--- src/rtl/lsd_params.svh ---
`ifndef LSD_PARAMS_SVH
`define LSD_PARAMS_SVH

// register byte offsets
`define LSD_CTRL_OFS 12'h000
`define LSD_STATUS_OFS 12'h004
// control field positions and reset values
`define LSD_CTRL_DLY_LSB 0
`define LSD_CTRL_DLY_MSB 15
`define LSD_CTRL_EN_BIT 16
`define LSD_CTRL_EN_RST 1'b1
// status field positions
`define LSD_ST_LATCH_LSB 0
`define LSD_ST_SHIFT_LSB 8
`define LSD_ST_FAULT_BIT 16
`define LSD_ST_MAP_LSB 24
// timing: settle time after the gate opens, before the sinks are judged
`define LSD_CLK_NS 4
`define LSD_CHECK_NS 300
`define LSD_CHECK_CYC ((`LSD_CHECK_NS + `LSD_CLK_NS - 1) / `LSD_CLK_NS)

`endif

--- src/rtl/lsd_pkg.sv ---
package lsd_pkg;
  // open-circuit check sequencer, one bit changes on each step except judge back to idle
  typedef enum logic [1:0] {
    LSD_IDLE = 2'b00,
    LSD_SETTLE = 2'b01,
    LSD_JUDGE = 2'b11
  } lsd_check_e;

  // software control word
  typedef struct packed {
    logic check_en;
    logic [15:0] check_dly;
  } lsd_ctrl_s;

  // synchronised link pins
  typedef struct packed {
    logic sclk;
    logic din;
    logic latch_load;
    logic gate_n;
  } lsd_link_s;
endpackage

--- src/rtl/lsd_driver.sv ---
`timescale 1ns/10ps
`include "lsd_params.svh"

module lsd_driver import lsd_pkg::*; #(
  parameter int WIDTH = 8
) (
  // system
  input wire logic pclk,
  input wire logic presetn,
  // apb slave
  input wire logic psel,
  input wire logic penable,
  input wire logic pwrite,
  input wire logic [11:0] paddr,
  input wire logic [31:0] pwdata,
  output logic [31:0] prdata,
  output logic pready,
  output logic pslverr,
  // serial link pins
  input wire logic serial_clk,
  input wire logic serial_in,
  input wire logic latch_load,
  input wire logic output_gate_n,
  output logic serial_out,
  // led sinks, open drain: pulled low while enabled
  input wire logic [WIDTH-1:0] sink_current,
  output logic [WIDTH-1:0] led_sink_channels,
  output logic [WIDTH-1:0] led_sink_channels_oe
);

  lsd_link_s link_meta;
  lsd_link_s link_sync;
  lsd_link_s link_prev;
  logic [WIDTH-1:0] sense_meta;
  logic [WIDTH-1:0] sense_sync;
  logic [WIDTH-1:0] shift_reg;
  logic [WIDTH-1:0] next_shift;
  logic [WIDTH-1:0] data_reg;
  logic [WIDTH-1:0] next_data;
  logic [WIDTH-1:0] open_map;
  logic [31:0] rd_word;
  logic ctrl_hit;
  logic status_hit;
  logic settle_done;
  logic judge;
  logic gate_open;
  logic [WIDTH-1:0] out_latch;
  logic [WIDTH-1:0] fault_map;
  logic fault;
  lsd_ctrl_s ctrl;
  lsd_check_e check_state;
  logic [15:0] settle_cnt;
  logic sclk_rise;
  logic load_rise;
  logic gate_fall;
  logic wr_en;
  logic rd_en;
  logic addr_ok;

  // true when the byte address selects the control register
  function automatic logic lsd_is_ctrl(input logic [11:0] addr);
    lsd_is_ctrl = (addr == `LSD_CTRL_OFS);
  endfunction

  // true when the byte address selects the status register
  function automatic logic lsd_is_status(input logic [11:0] addr);
    lsd_is_status = (addr == `LSD_STATUS_OFS);
  endfunction

  // one serial step: the word moves up one place, the new bit enters at the bottom
  function automatic logic [WIDTH-1:0] lsd_shift(input logic [WIDTH-1:0] word, input logic din);
    lsd_shift = {word[WIDTH-2:0], din};
  endfunction

  // channels told to sink that see no current; idle channels never count
  function automatic logic [WIDTH-1:0] lsd_open(input logic [WIDTH-1:0] latch,
    input logic [WIDTH-1:0] sense);
    lsd_open = latch & ~sense;
  endfunction

  // link pin synchroniser; the gate resets closed to match its idle level,
  // otherwise a quiet gate pin would look like a fall right after reset
  always_ff @(posedge pclk or negedge presetn) begin
    if (!presetn) begin
      link_meta <= '{sclk: 1'b0, din: 1'b0, latch_load: 1'b0, gate_n: 1'b1};
      link_sync <= '{sclk: 1'b0, din: 1'b0, latch_load: 1'b0, gate_n: 1'b1};
    end else begin
      link_meta <= '{sclk: serial_clk, din: serial_in, latch_load: latch_load,
                     gate_n: output_gate_n};
      link_sync <= link_meta; // only this stage is read
    end
  end

  // current sense synchroniser; only the second stage is read
  always_ff @(posedge pclk or negedge presetn) begin
    if (!presetn) begin
      sense_meta <= '0;
      sense_sync <= '0;
    end else begin
      sense_meta <= sink_current;
      sense_sync <= sense_meta;
    end
  end

  // edge history; gate resets high so a held-low gate looks like a fall
  always_ff @(posedge pclk or negedge presetn) begin
    if (!presetn) begin
      link_prev <= '{sclk: 1'b0, din: 1'b0, latch_load: 1'b0, gate_n: 1'b1};
    end else begin
      link_prev <= link_sync;
    end
  end

  // edges and levels of the synchronised pins
  assign sclk_rise = link_sync.sclk & ~link_prev.sclk;
  assign load_rise = link_sync.latch_load & ~link_prev.latch_load;
  assign gate_open = ~link_sync.gate_n;
  assign gate_fall = gate_open & link_prev.gate_n;

  // shift then, on load rise, stamp the fault pair; the gate plays no part
  always_comb begin
    next_shift = shift_reg;
    if (sclk_rise) begin
      next_shift = lsd_shift(shift_reg, link_sync.din);
    end
    if (load_rise) begin
      next_shift[6] = fault;
      next_shift[5] = fault;
    end
  end

  // display copy of the word: shifts alike but never takes the fault stamp,
  // so a reported fault cannot switch channels five and six on or off
  always_comb begin
    next_data = data_reg;
    if (sclk_rise) begin
      next_data = lsd_shift(data_reg, link_sync.din);
    end
  end

  // shift register; its top bit is the serial output for cascading
  always_ff @(posedge pclk or negedge presetn) begin
    if (!presetn) begin
      shift_reg <= '0;
    end else begin
      shift_reg <= next_shift;
    end
  end

  // display word register; only the latch reads it
  always_ff @(posedge pclk or negedge presetn) begin
    if (!presetn) begin
      data_reg <= '0;
    end else begin
      data_reg <= next_data;
    end
  end

  // top bit drives the cascade output
  assign serial_out = shift_reg[WIDTH-1];

  // transparent latch, takes the display word in the same cycle as the shift
  always_ff @(posedge pclk or negedge presetn) begin
    if (!presetn) begin
      out_latch <= '0;
    end else if (link_sync.latch_load) begin
      out_latch <= next_data;
    end
  end
  // with load low the latch simply keeps its value, which covers the fall

  // sink drive: a one in the latch pulls the pin low while the gate is open
  always_ff @(posedge pclk or negedge presetn) begin
    if (!presetn) begin
      led_sink_channels_oe <= '0;
    end else if (gate_open) begin
      led_sink_channels_oe <= out_latch;
    end else begin
      led_sink_channels_oe <= '0;
    end
  end

  // open drain: the pin level never moves, the enable carries the state
  assign led_sink_channels = '0;

  // the count starts at zero, so the sinks get check_dly + 1 cycles to settle
  assign settle_done = (settle_cnt >= ctrl.check_dly);
  assign judge = (check_state == LSD_JUDGE);

  // open-circuit check: wait for the sinks to settle, then judge once
  always_ff @(posedge pclk or negedge presetn) begin
    if (!presetn) begin
      check_state <= LSD_IDLE;
      settle_cnt <= '0;
    end else begin
      case (check_state)
        LSD_IDLE: begin
          if (gate_fall && ctrl.check_en) begin
            check_state <= LSD_SETTLE;
            settle_cnt <= '0;
          end
        end
        LSD_SETTLE: begin
          if (link_sync.gate_n) begin
            check_state <= LSD_IDLE; // gate closed early, no valid reading
          end else if (settle_done) begin
            check_state <= LSD_JUDGE;
          end else begin
            settle_cnt <= settle_cnt + 16'h0001;
          end
        end
        LSD_JUDGE: begin
          check_state <= LSD_IDLE;
        end
        default: begin
          check_state <= LSD_IDLE;
        end
      endcase
    end
  end

  // open channels as they stand now; only the judge cycle keeps them
  assign open_map = lsd_open(out_latch, sense_sync);

  // per-channel map for software, refreshed by each completed check
  always_ff @(posedge pclk or negedge presetn) begin
    if (!presetn) begin
      fault_map <= '0;
    end else if (judge) begin
      fault_map <= open_map;
    end
  end

  // fault result stands until the next completed check
  always_ff @(posedge pclk or negedge presetn) begin
    if (!presetn) begin
      fault <= 1'b0;
    end else if (judge) begin
      fault <= |open_map;
    end
  end

  // apb decode; zero wait states, so pready is tied high
  assign ctrl_hit = lsd_is_ctrl(paddr);
  assign status_hit = lsd_is_status(paddr);
  assign addr_ok = ctrl_hit | status_hit;
  assign wr_en = psel & penable & pwrite & addr_ok;
  assign rd_en = psel & ~penable & ~pwrite;
  assign pready = 1'b1;
  assign pslverr = psel & penable & ~addr_ok;

  // control register steers the check sequencer
  always_ff @(posedge pclk or negedge presetn) begin
    if (!presetn) begin
      ctrl <= '{check_en: `LSD_CTRL_EN_RST, check_dly: 16'(`LSD_CHECK_CYC)};
    end else if (wr_en && ctrl_hit) begin
      ctrl.check_en <= pwdata[`LSD_CTRL_EN_BIT];
      ctrl.check_dly <= pwdata[`LSD_CTRL_DLY_MSB:`LSD_CTRL_DLY_LSB];
    end
  end

  // read word of the addressed register; unmapped reads give zero
  always_comb begin
    rd_word = '0;
    if (ctrl_hit) begin
      rd_word[`LSD_CTRL_EN_BIT] = ctrl.check_en;
      rd_word[`LSD_CTRL_DLY_MSB:`LSD_CTRL_DLY_LSB] = ctrl.check_dly;
    end else if (status_hit) begin
      rd_word[`LSD_ST_LATCH_LSB +: 8] = out_latch;
      rd_word[`LSD_ST_SHIFT_LSB +: 8] = shift_reg;
      rd_word[`LSD_ST_FAULT_BIT] = fault;
      rd_word[`LSD_ST_MAP_LSB +: 8] = fault_map;
    end
  end

  // read data captured in setup so it comes from a flop in the access phase
  always_ff @(posedge pclk or negedge presetn) begin
    if (!presetn) begin
      prdata <= '0;
    end else if (rd_en) begin
      prdata <= rd_word;
    end
  end

endmodule

--- config.mk ---
export PLATFORM = sky130hd
export DESIGN_NAME = lsd_driver
export DESIGN_NICKNAME = d
export VERILOG_FILES = /design/src/rtl/lsd_pkg.sv /design/src/rtl/lsd_driver.sv
export VERILOG_INCLUDE_DIRS = /design/src /design/src/rtl
export SDC_FILE = /design/constraint.sdc
export NUM_CORES = 1
export LEC_CHECK = 0
export ABC_AREA = 0
export BUFFER_PORTS_ARGS = -buffer_cell sky130_fd_sc_hd__buf_2
export CORE_MARGIN = 2
export CORE_UTILIZATION = 50
export CTS_CLUSTER_SIZE = 8
export DETAILED_ROUTE_END_ITERATION = 16
export PLACE_DENSITY = 0.74
export SKIP_LAST_GASP = 1
export SLEW_MARGIN = 40
export SYNTH_ARGS = -nofsm -noshare
export SYNTH_HDL_FRONTEND = slang
export SYNTH_SLANG_ARGS = --single-unit
--- constraint.sdc ---
create_clock -name pclk -period 8.18 [get_ports pclk]
set_clock_uncertainty 0.1 [all_clocks]
set_input_delay 0.409 -clock pclk [delete_from_list [all_inputs] [get_ports pclk]]
set_output_delay 0.409 -clock pclk [all_outputs]
set_load 0.01 [all_outputs]
==> results.ini, run 1 <==
[final_layout]
nFillCells=861
layout_common_cells=dfrtp_1, nand2_1, buf_2, inv_1, o21ai_0
regMostFlops=prdata
diodes=0
fin_nets=665
largest_reg_flops=25
syn_to_final_growth_pct=21.4
final_util_pct=62.2
seq_area_um2=3210
final_common_cell=dfrtp_1
reg_top3=prdata: 25 flops, ctrl: 17 flops, settle_cnt: 16 flops
multi_input_area_um2=2110
layout-drive-gt1-share_pct=25.2

[setup_path]
cp_data_arrival_time_ps=3320
crit_type=register to register
end_kind=register
cp_max_fo=10
start_kind=register
worstPathRequired_ps=8460

[synthesis]
synth_ff_type=dfrtp_1
synth_top_family_by_area=simple AND/OR/NAND/NOR gates
ys_types=44
ys_ff_latch=128
synthMuxAreaShare_pct=8.13
syn_area_um2=5550
yosysWarnings=0
synthSimpleGateAreaFrac_pct=13.8
avgSynthCellArea_um2=11.3
synthArstFlopShare_pct=100
seq_area_frac_synth_pct=57.9
synth_edf_count=0
synth-compound-area-share_pct=11.1
synth_cells=493
synth-adder-area-share_pct=3.83
synthXorXnorAreaFrac_pct=0

[power_and_ir_drop]
p_comb_share_pct=5.9
p_switching_mw=0.346
p_seq_share_pct=44.7
internal_power_mw=1.22
clkPwrFrac_pct=49.5
power_density_nw_per_um2=232
vdd_ir_drop_max_mv=0.150
swShare_pct=22.2
p_leak_nw=3.35

[clock_network]
clkSlewWorstSetupHoldPaths_ps=60
cts_root_buf=clkbuf_8
numCtsBuffers=17
clk_latency_ps=510
h-tree-depth=4
cts.sinks=128
post_cts.repair.setup_buffers=0
cts.path.max_buffers=2
cts_tree=built

[timing]
fin_crit_ps=3030
finalMaxSlewViolations=0
finalWorstSetupSlack_ps=5150
hold_viol=0
rsz0062_at_grt=false
timing.fmax_ghz=0.330
tightest_slew_ps=723
setup-tns-final_ps=0
hold_ws_ps=22.3
finalSetupViolations=0
slew_headroom_pct=51.8
fin_crit_sh_pct=37.1

[global_routing]
grt_start_max_net_pins=83
antenna_found_initial=0
grt_pass1_vias=4014
track_usage_pct=21.7
gr-total-overflow=0
grt_pass1_wl_mm=19.6

[drt]
wl_per_cell_um=16.5
drc=0
vias=4074
drt_iter0_drc=232
via_per_inst=5.51
drtAntennaViolNets=0
drt-pass1-iter-count=4
totalWireLength_mm=12.2

[place]
globalplace.congestion=0.853
place.port_buffers=80
place_hpwl_mm=8.03
post-place-ws_ps=5000

[floorplan]
num_io_pins=112
die_w_um=109
initial_core_util_pct=51.2
die_h_um=109
core-area_um2=10800
die_area_um2=12000
rows=38

[worst_hold_path]
hold_path.class=primary input to register

[status]
status=completed

[flow_run]
drv_cap=0

-- power by group through the flow --
stage | Combinational, mW | Clock [mW] | Sequential (mW)
floorplan | 0.0531 | 0 | 0.696
global placement | 0.0838 | 0 | 0.705
detailed placement | 0.0868 | 0 | 0.707
CTS | 0.0930 | 0.782 | 0.697
global route | 0.104 | 0.815 | 0.701
finish | 0.0915 | 0.773 | 0.698
-- through the flow --
stage / power [mW] / instance area (µm²) / std cells
finish: 1.56 / 6740 / 739
global route: 1.62 / 6740 / 739
global placement: 0.789 / 5990 / 695
CTS: 1.57 / 6740 / 739
floorplan: 0.749 / 5610 / 507
detailed placement: 0.794 / 6000 / 695
-- repair_timing --
action | 4_1_cts | 5_1_grt
gates resized for setup | 0 | 0
hold endpoints to repair | 56 | 0
endpoints found under the setup margin | 0 | 0
hold buffers | 13 | 0
-- path summary, 6_finish.rpt --
kind	start	depth (start not counted)	slack [ps]	to
max in group asynchronous	presetn	3	6550	settle_cnt[14]
hold reg to reg	link_meta[1]	0	250	link_sync[1]
setup / recovery	ctrl[13]	8	5150	settle_cnt[1]
setup reg to reg	ctrl[13]	8	5150	settle_cnt[1]
hold / removal	pwdata[13]	2	20	ctrl[13]
min in group asynchronous	presetn	2	330	led_sink_channels_oe[1]
-- routing by layer --
metal	vias up	routed length (µm)	global-route usage, %
met5	-	0	0
met4	0	253	9.95
met3	26	774	5.39
met2	166	5970	35.3
met1	2015	5200	27.5
li1	1867	-	-
-- worst max-delay path, stage by stage, from the launching register on --
cell and delay (ps):
dfrtp_1 390, inv_1 60, ha_1 290, nand4_1 170
or3_1 460, or4_4 610, a31oi_4 290, or2b_1 400
o21ai_1 130
-- Yosys cell counts (5+ instances only) --
master | count | share of area (%)
mux2i_1 | 17 | 3.1
nor2_1 | 16 | 1.1
clkbuf_1 | 13 | 0.88
nor2b_1 | 11 | 1.2
inv_1 | 22 | 1.5
mux2_2 | 21 | 4.3
and3_1 | 8 | 0.90
a21oi_1 | 7 | 0.63
o31ai_1 | 19 | 2.6
o21ai_0 | 22 | 2.0
nand2_1 | 85 | 5.7
a31oi_1 | 6 | 0.68
o22a_1 | 8 | 1.3
dfrtp_1 | 120 | 54
nand4_1 | 6 | 0.68
ha_1 | 17 | 3.8
buf_4 | 17 | 2.3
dfstp_2 | 8 | 3.8
nand2b_1 | 13 | 1.5
a22o_1 | 8 | 1.3
nand3_1 | 5 | 0.45
nor3_1 | 6 | 0.54
-- kinds of logic (layout without fill, tap and decap cells) --
| group | Yosys count | count (layout) |
|---|---|---|
| and+or+nand+nor | 163 | 163 |
| adders and majority gates | 17 | 17 |
| buffers and inverters | 56 | 148 |
| AOI/OAI and AO/OA | 86 | 86 |
| DFF | 128 | 128 |
| other | 2 | 16 |
| muxes | 41 | 41 |
-- area by class of cell --
cell class | count | share of cell area [%]
clock inverter | 10 | 2.37
tap | 140 | 2.60
sequential | 128 | 47.6
clock buffer | 21 | 6.66
inverter | 22 | 1.22
multi-input combinational | 323 | 31.3
timing repair buffer | 95 | 8.18
Power figures use the tool's default switching activity.
==> inputs of run 2 (changes only) <==
clock period = 3 ns   (was 8.18 ns; I/O delays follow)
==> run 2 against run 1 <==
Compared with the run above: sequential share of layout area down 1.3 points; die area is the same; first-iteration DRC count fell by 13%; via count increased by 0.64%; setup slack worse by 5000 ps; wire length grew 0.84%; largest cell class unchanged.
==> results.ini, run 2 (synthesis gave the netlist of run 1 again) <==
[place]
dp_cells=703
post-place-ws_ps=97.6
place.port_buffers=80
globalplace.congestion=0.861
place_hpwl_mm=8.34

[clock_network]
cts.sinks=128
post_cts.repair.setup_buffers=0
numCtsBuffers=17
h-tree-depth=4
cts_tree=built
cts_root_buf=clkbuf_8
clk_latency_ps=520
clkSlewWorstSetupHoldPaths_ps=60
cts.path.max_buffers=2

[final_layout]
final_cells=763
fin_nets=690
final_util_pct=64.0
multi_input_area_um2=2120
reg_top3=prdata: 25 flops, ctrl: 17 flops, settle_cnt: 16 flops
largest_reg_flops=25
regMostFlops=prdata
nFillCells=837
layout-drive-gt1-share_pct=25.7
syn_to_final_growth_pct=25.0
seq_area_um2=3210
diodes=0
layout_common_cells=dfrtp_1, nand2_1, buf_2, dlygate4sd3_1
final_common_cell=dfrtp_1

[timing]
hold_viol=0
fin_crit_sh_pct=93.7
tightest_slew_ps=621
finalMaxSlewViolations=0
finalWorstSetupSlack_ps=190
setup-tns-final_ps=0
fin_crit_ps=2810
slew_headroom_pct=58.6
rsz0062_at_grt=false
finalSetupViolations=0
timing.fmax_ghz=0.356

[floorplan]
die_w_um=109
die_area_um2=12000
initial_core_util_pct=51.2
core-area_um2=10800
rows=38
die_h_um=109
num_io_pins=112

[setup_path]
r2r_cells=7
cp_data_arrival_time_ps=3120
crit_type=register to register
end_kind=register
reg2reg_setup_slack_ps=190
timing.rr.end=settle_cnt[14]
cp_max_fo=10
worstPathRequired_ps=3310
start_kind=register
r2r_start=ctrl[0]

[drt]
vias=4100
drt_iter0_drc=203
drc=0
via_per_inst=5.37
totalWireLength_mm=12.3
drt-pass1-iter-count=4
drtAntennaViolNets=0
wl_per_cell_um=16.1

[global_routing]
grt_start_max_net_pins=71
grt_pass1_vias=4140
grt_pass1_wl_mm=19.8
antenna_found_initial=0
track_usage_pct=22.3
gr-total-overflow=0

[power_and_ir_drop]
power_density_nw_per_um2=590
power_mw=4.09
p_leak_nw=3.43
vdd_ir_drop_max_mv=0.445

[flow_run]
drv_cap=0

[worst_hold_path]
hold_path.class=primary input to asynchronous set/reset pin

[status]
status=completed

[run 2: cell types whose count changed in the layout (fill, tap and decap cells not counted), sizes merged]
cell	delta
clkinv	-1
clkinvlp	+3
dlygate4sd3	+17
bufinv	-2
clkbuf	-1
buf	+8
[run 2: stage by stage]
| stage | instance area [µm²] | hold WS, ps |
|---|---|---|
| after global routing | 6940 | 123 |
| final | 6940 | 72.1 |
| after CTS | 6920 | 129 |
| after global placement | 6060 | 159 |
| after detailed placement | 6060 | 159 |
| after floorplan | 5610 | -246 |
[run 2: cell type report]
cell class	instances	area share, %
Timing Repair Buffer	120	11.4
Sequential cell	128	46.3
Clock buffer	20	6.42
Clock inverter	10	1.64
Tap cell	140	2.52
Multi-Input combinational cell	323	30.5
Inverter	22	1.19
[run 2: worst max-delay path by stage]
stage	from	cells after the start	endpoint
CTS	settle_cnt[12]	7	settle_cnt[14]
floorplan	settle_cnt[13]	8	settle_cnt[14]
global route	ctrl[0]	7	settle_cnt[14]
finish	ctrl[0]	7	settle_cnt[14]
detailed placement	ctrl[15]	8	settle_cnt[14]
global placement	ctrl[15]	8	settle_cnt[14]
[run 2: critical path, stage by stage (launching register included)]
cell       delay, ps
dfstp_2          550
ha_1             230
nand2b_1         140
a2111oi_0        560
or4_4            290
a31oi_4           90
or2b_2           420
a211o_1          320
[run 2: power breakdown]
part	switching, mW	internal [mW]	total, mW	leakage, nW
Combinational	0.149	0.128	0.278	1.49
Sequential	0.0774	1.82	1.90	1.68
Clock	0.709	1.21	1.92	0.265
[run 2: per-layer routing]
metal	vias to the layer above	wire, µm	GRT usage [%]
met4	0	384	10.6
met5	-	0	0
li1	1918	-	-
met1	2014	5380	27.8
met3	34	663	7.59
met2	134	5870	34.9
[run 2: what timing repair did]
action	CTS	global route
setup endpoints to repair	0	9
hold endpoints to repair	91	0
resized for setup	0	2
hold buffers	30	0
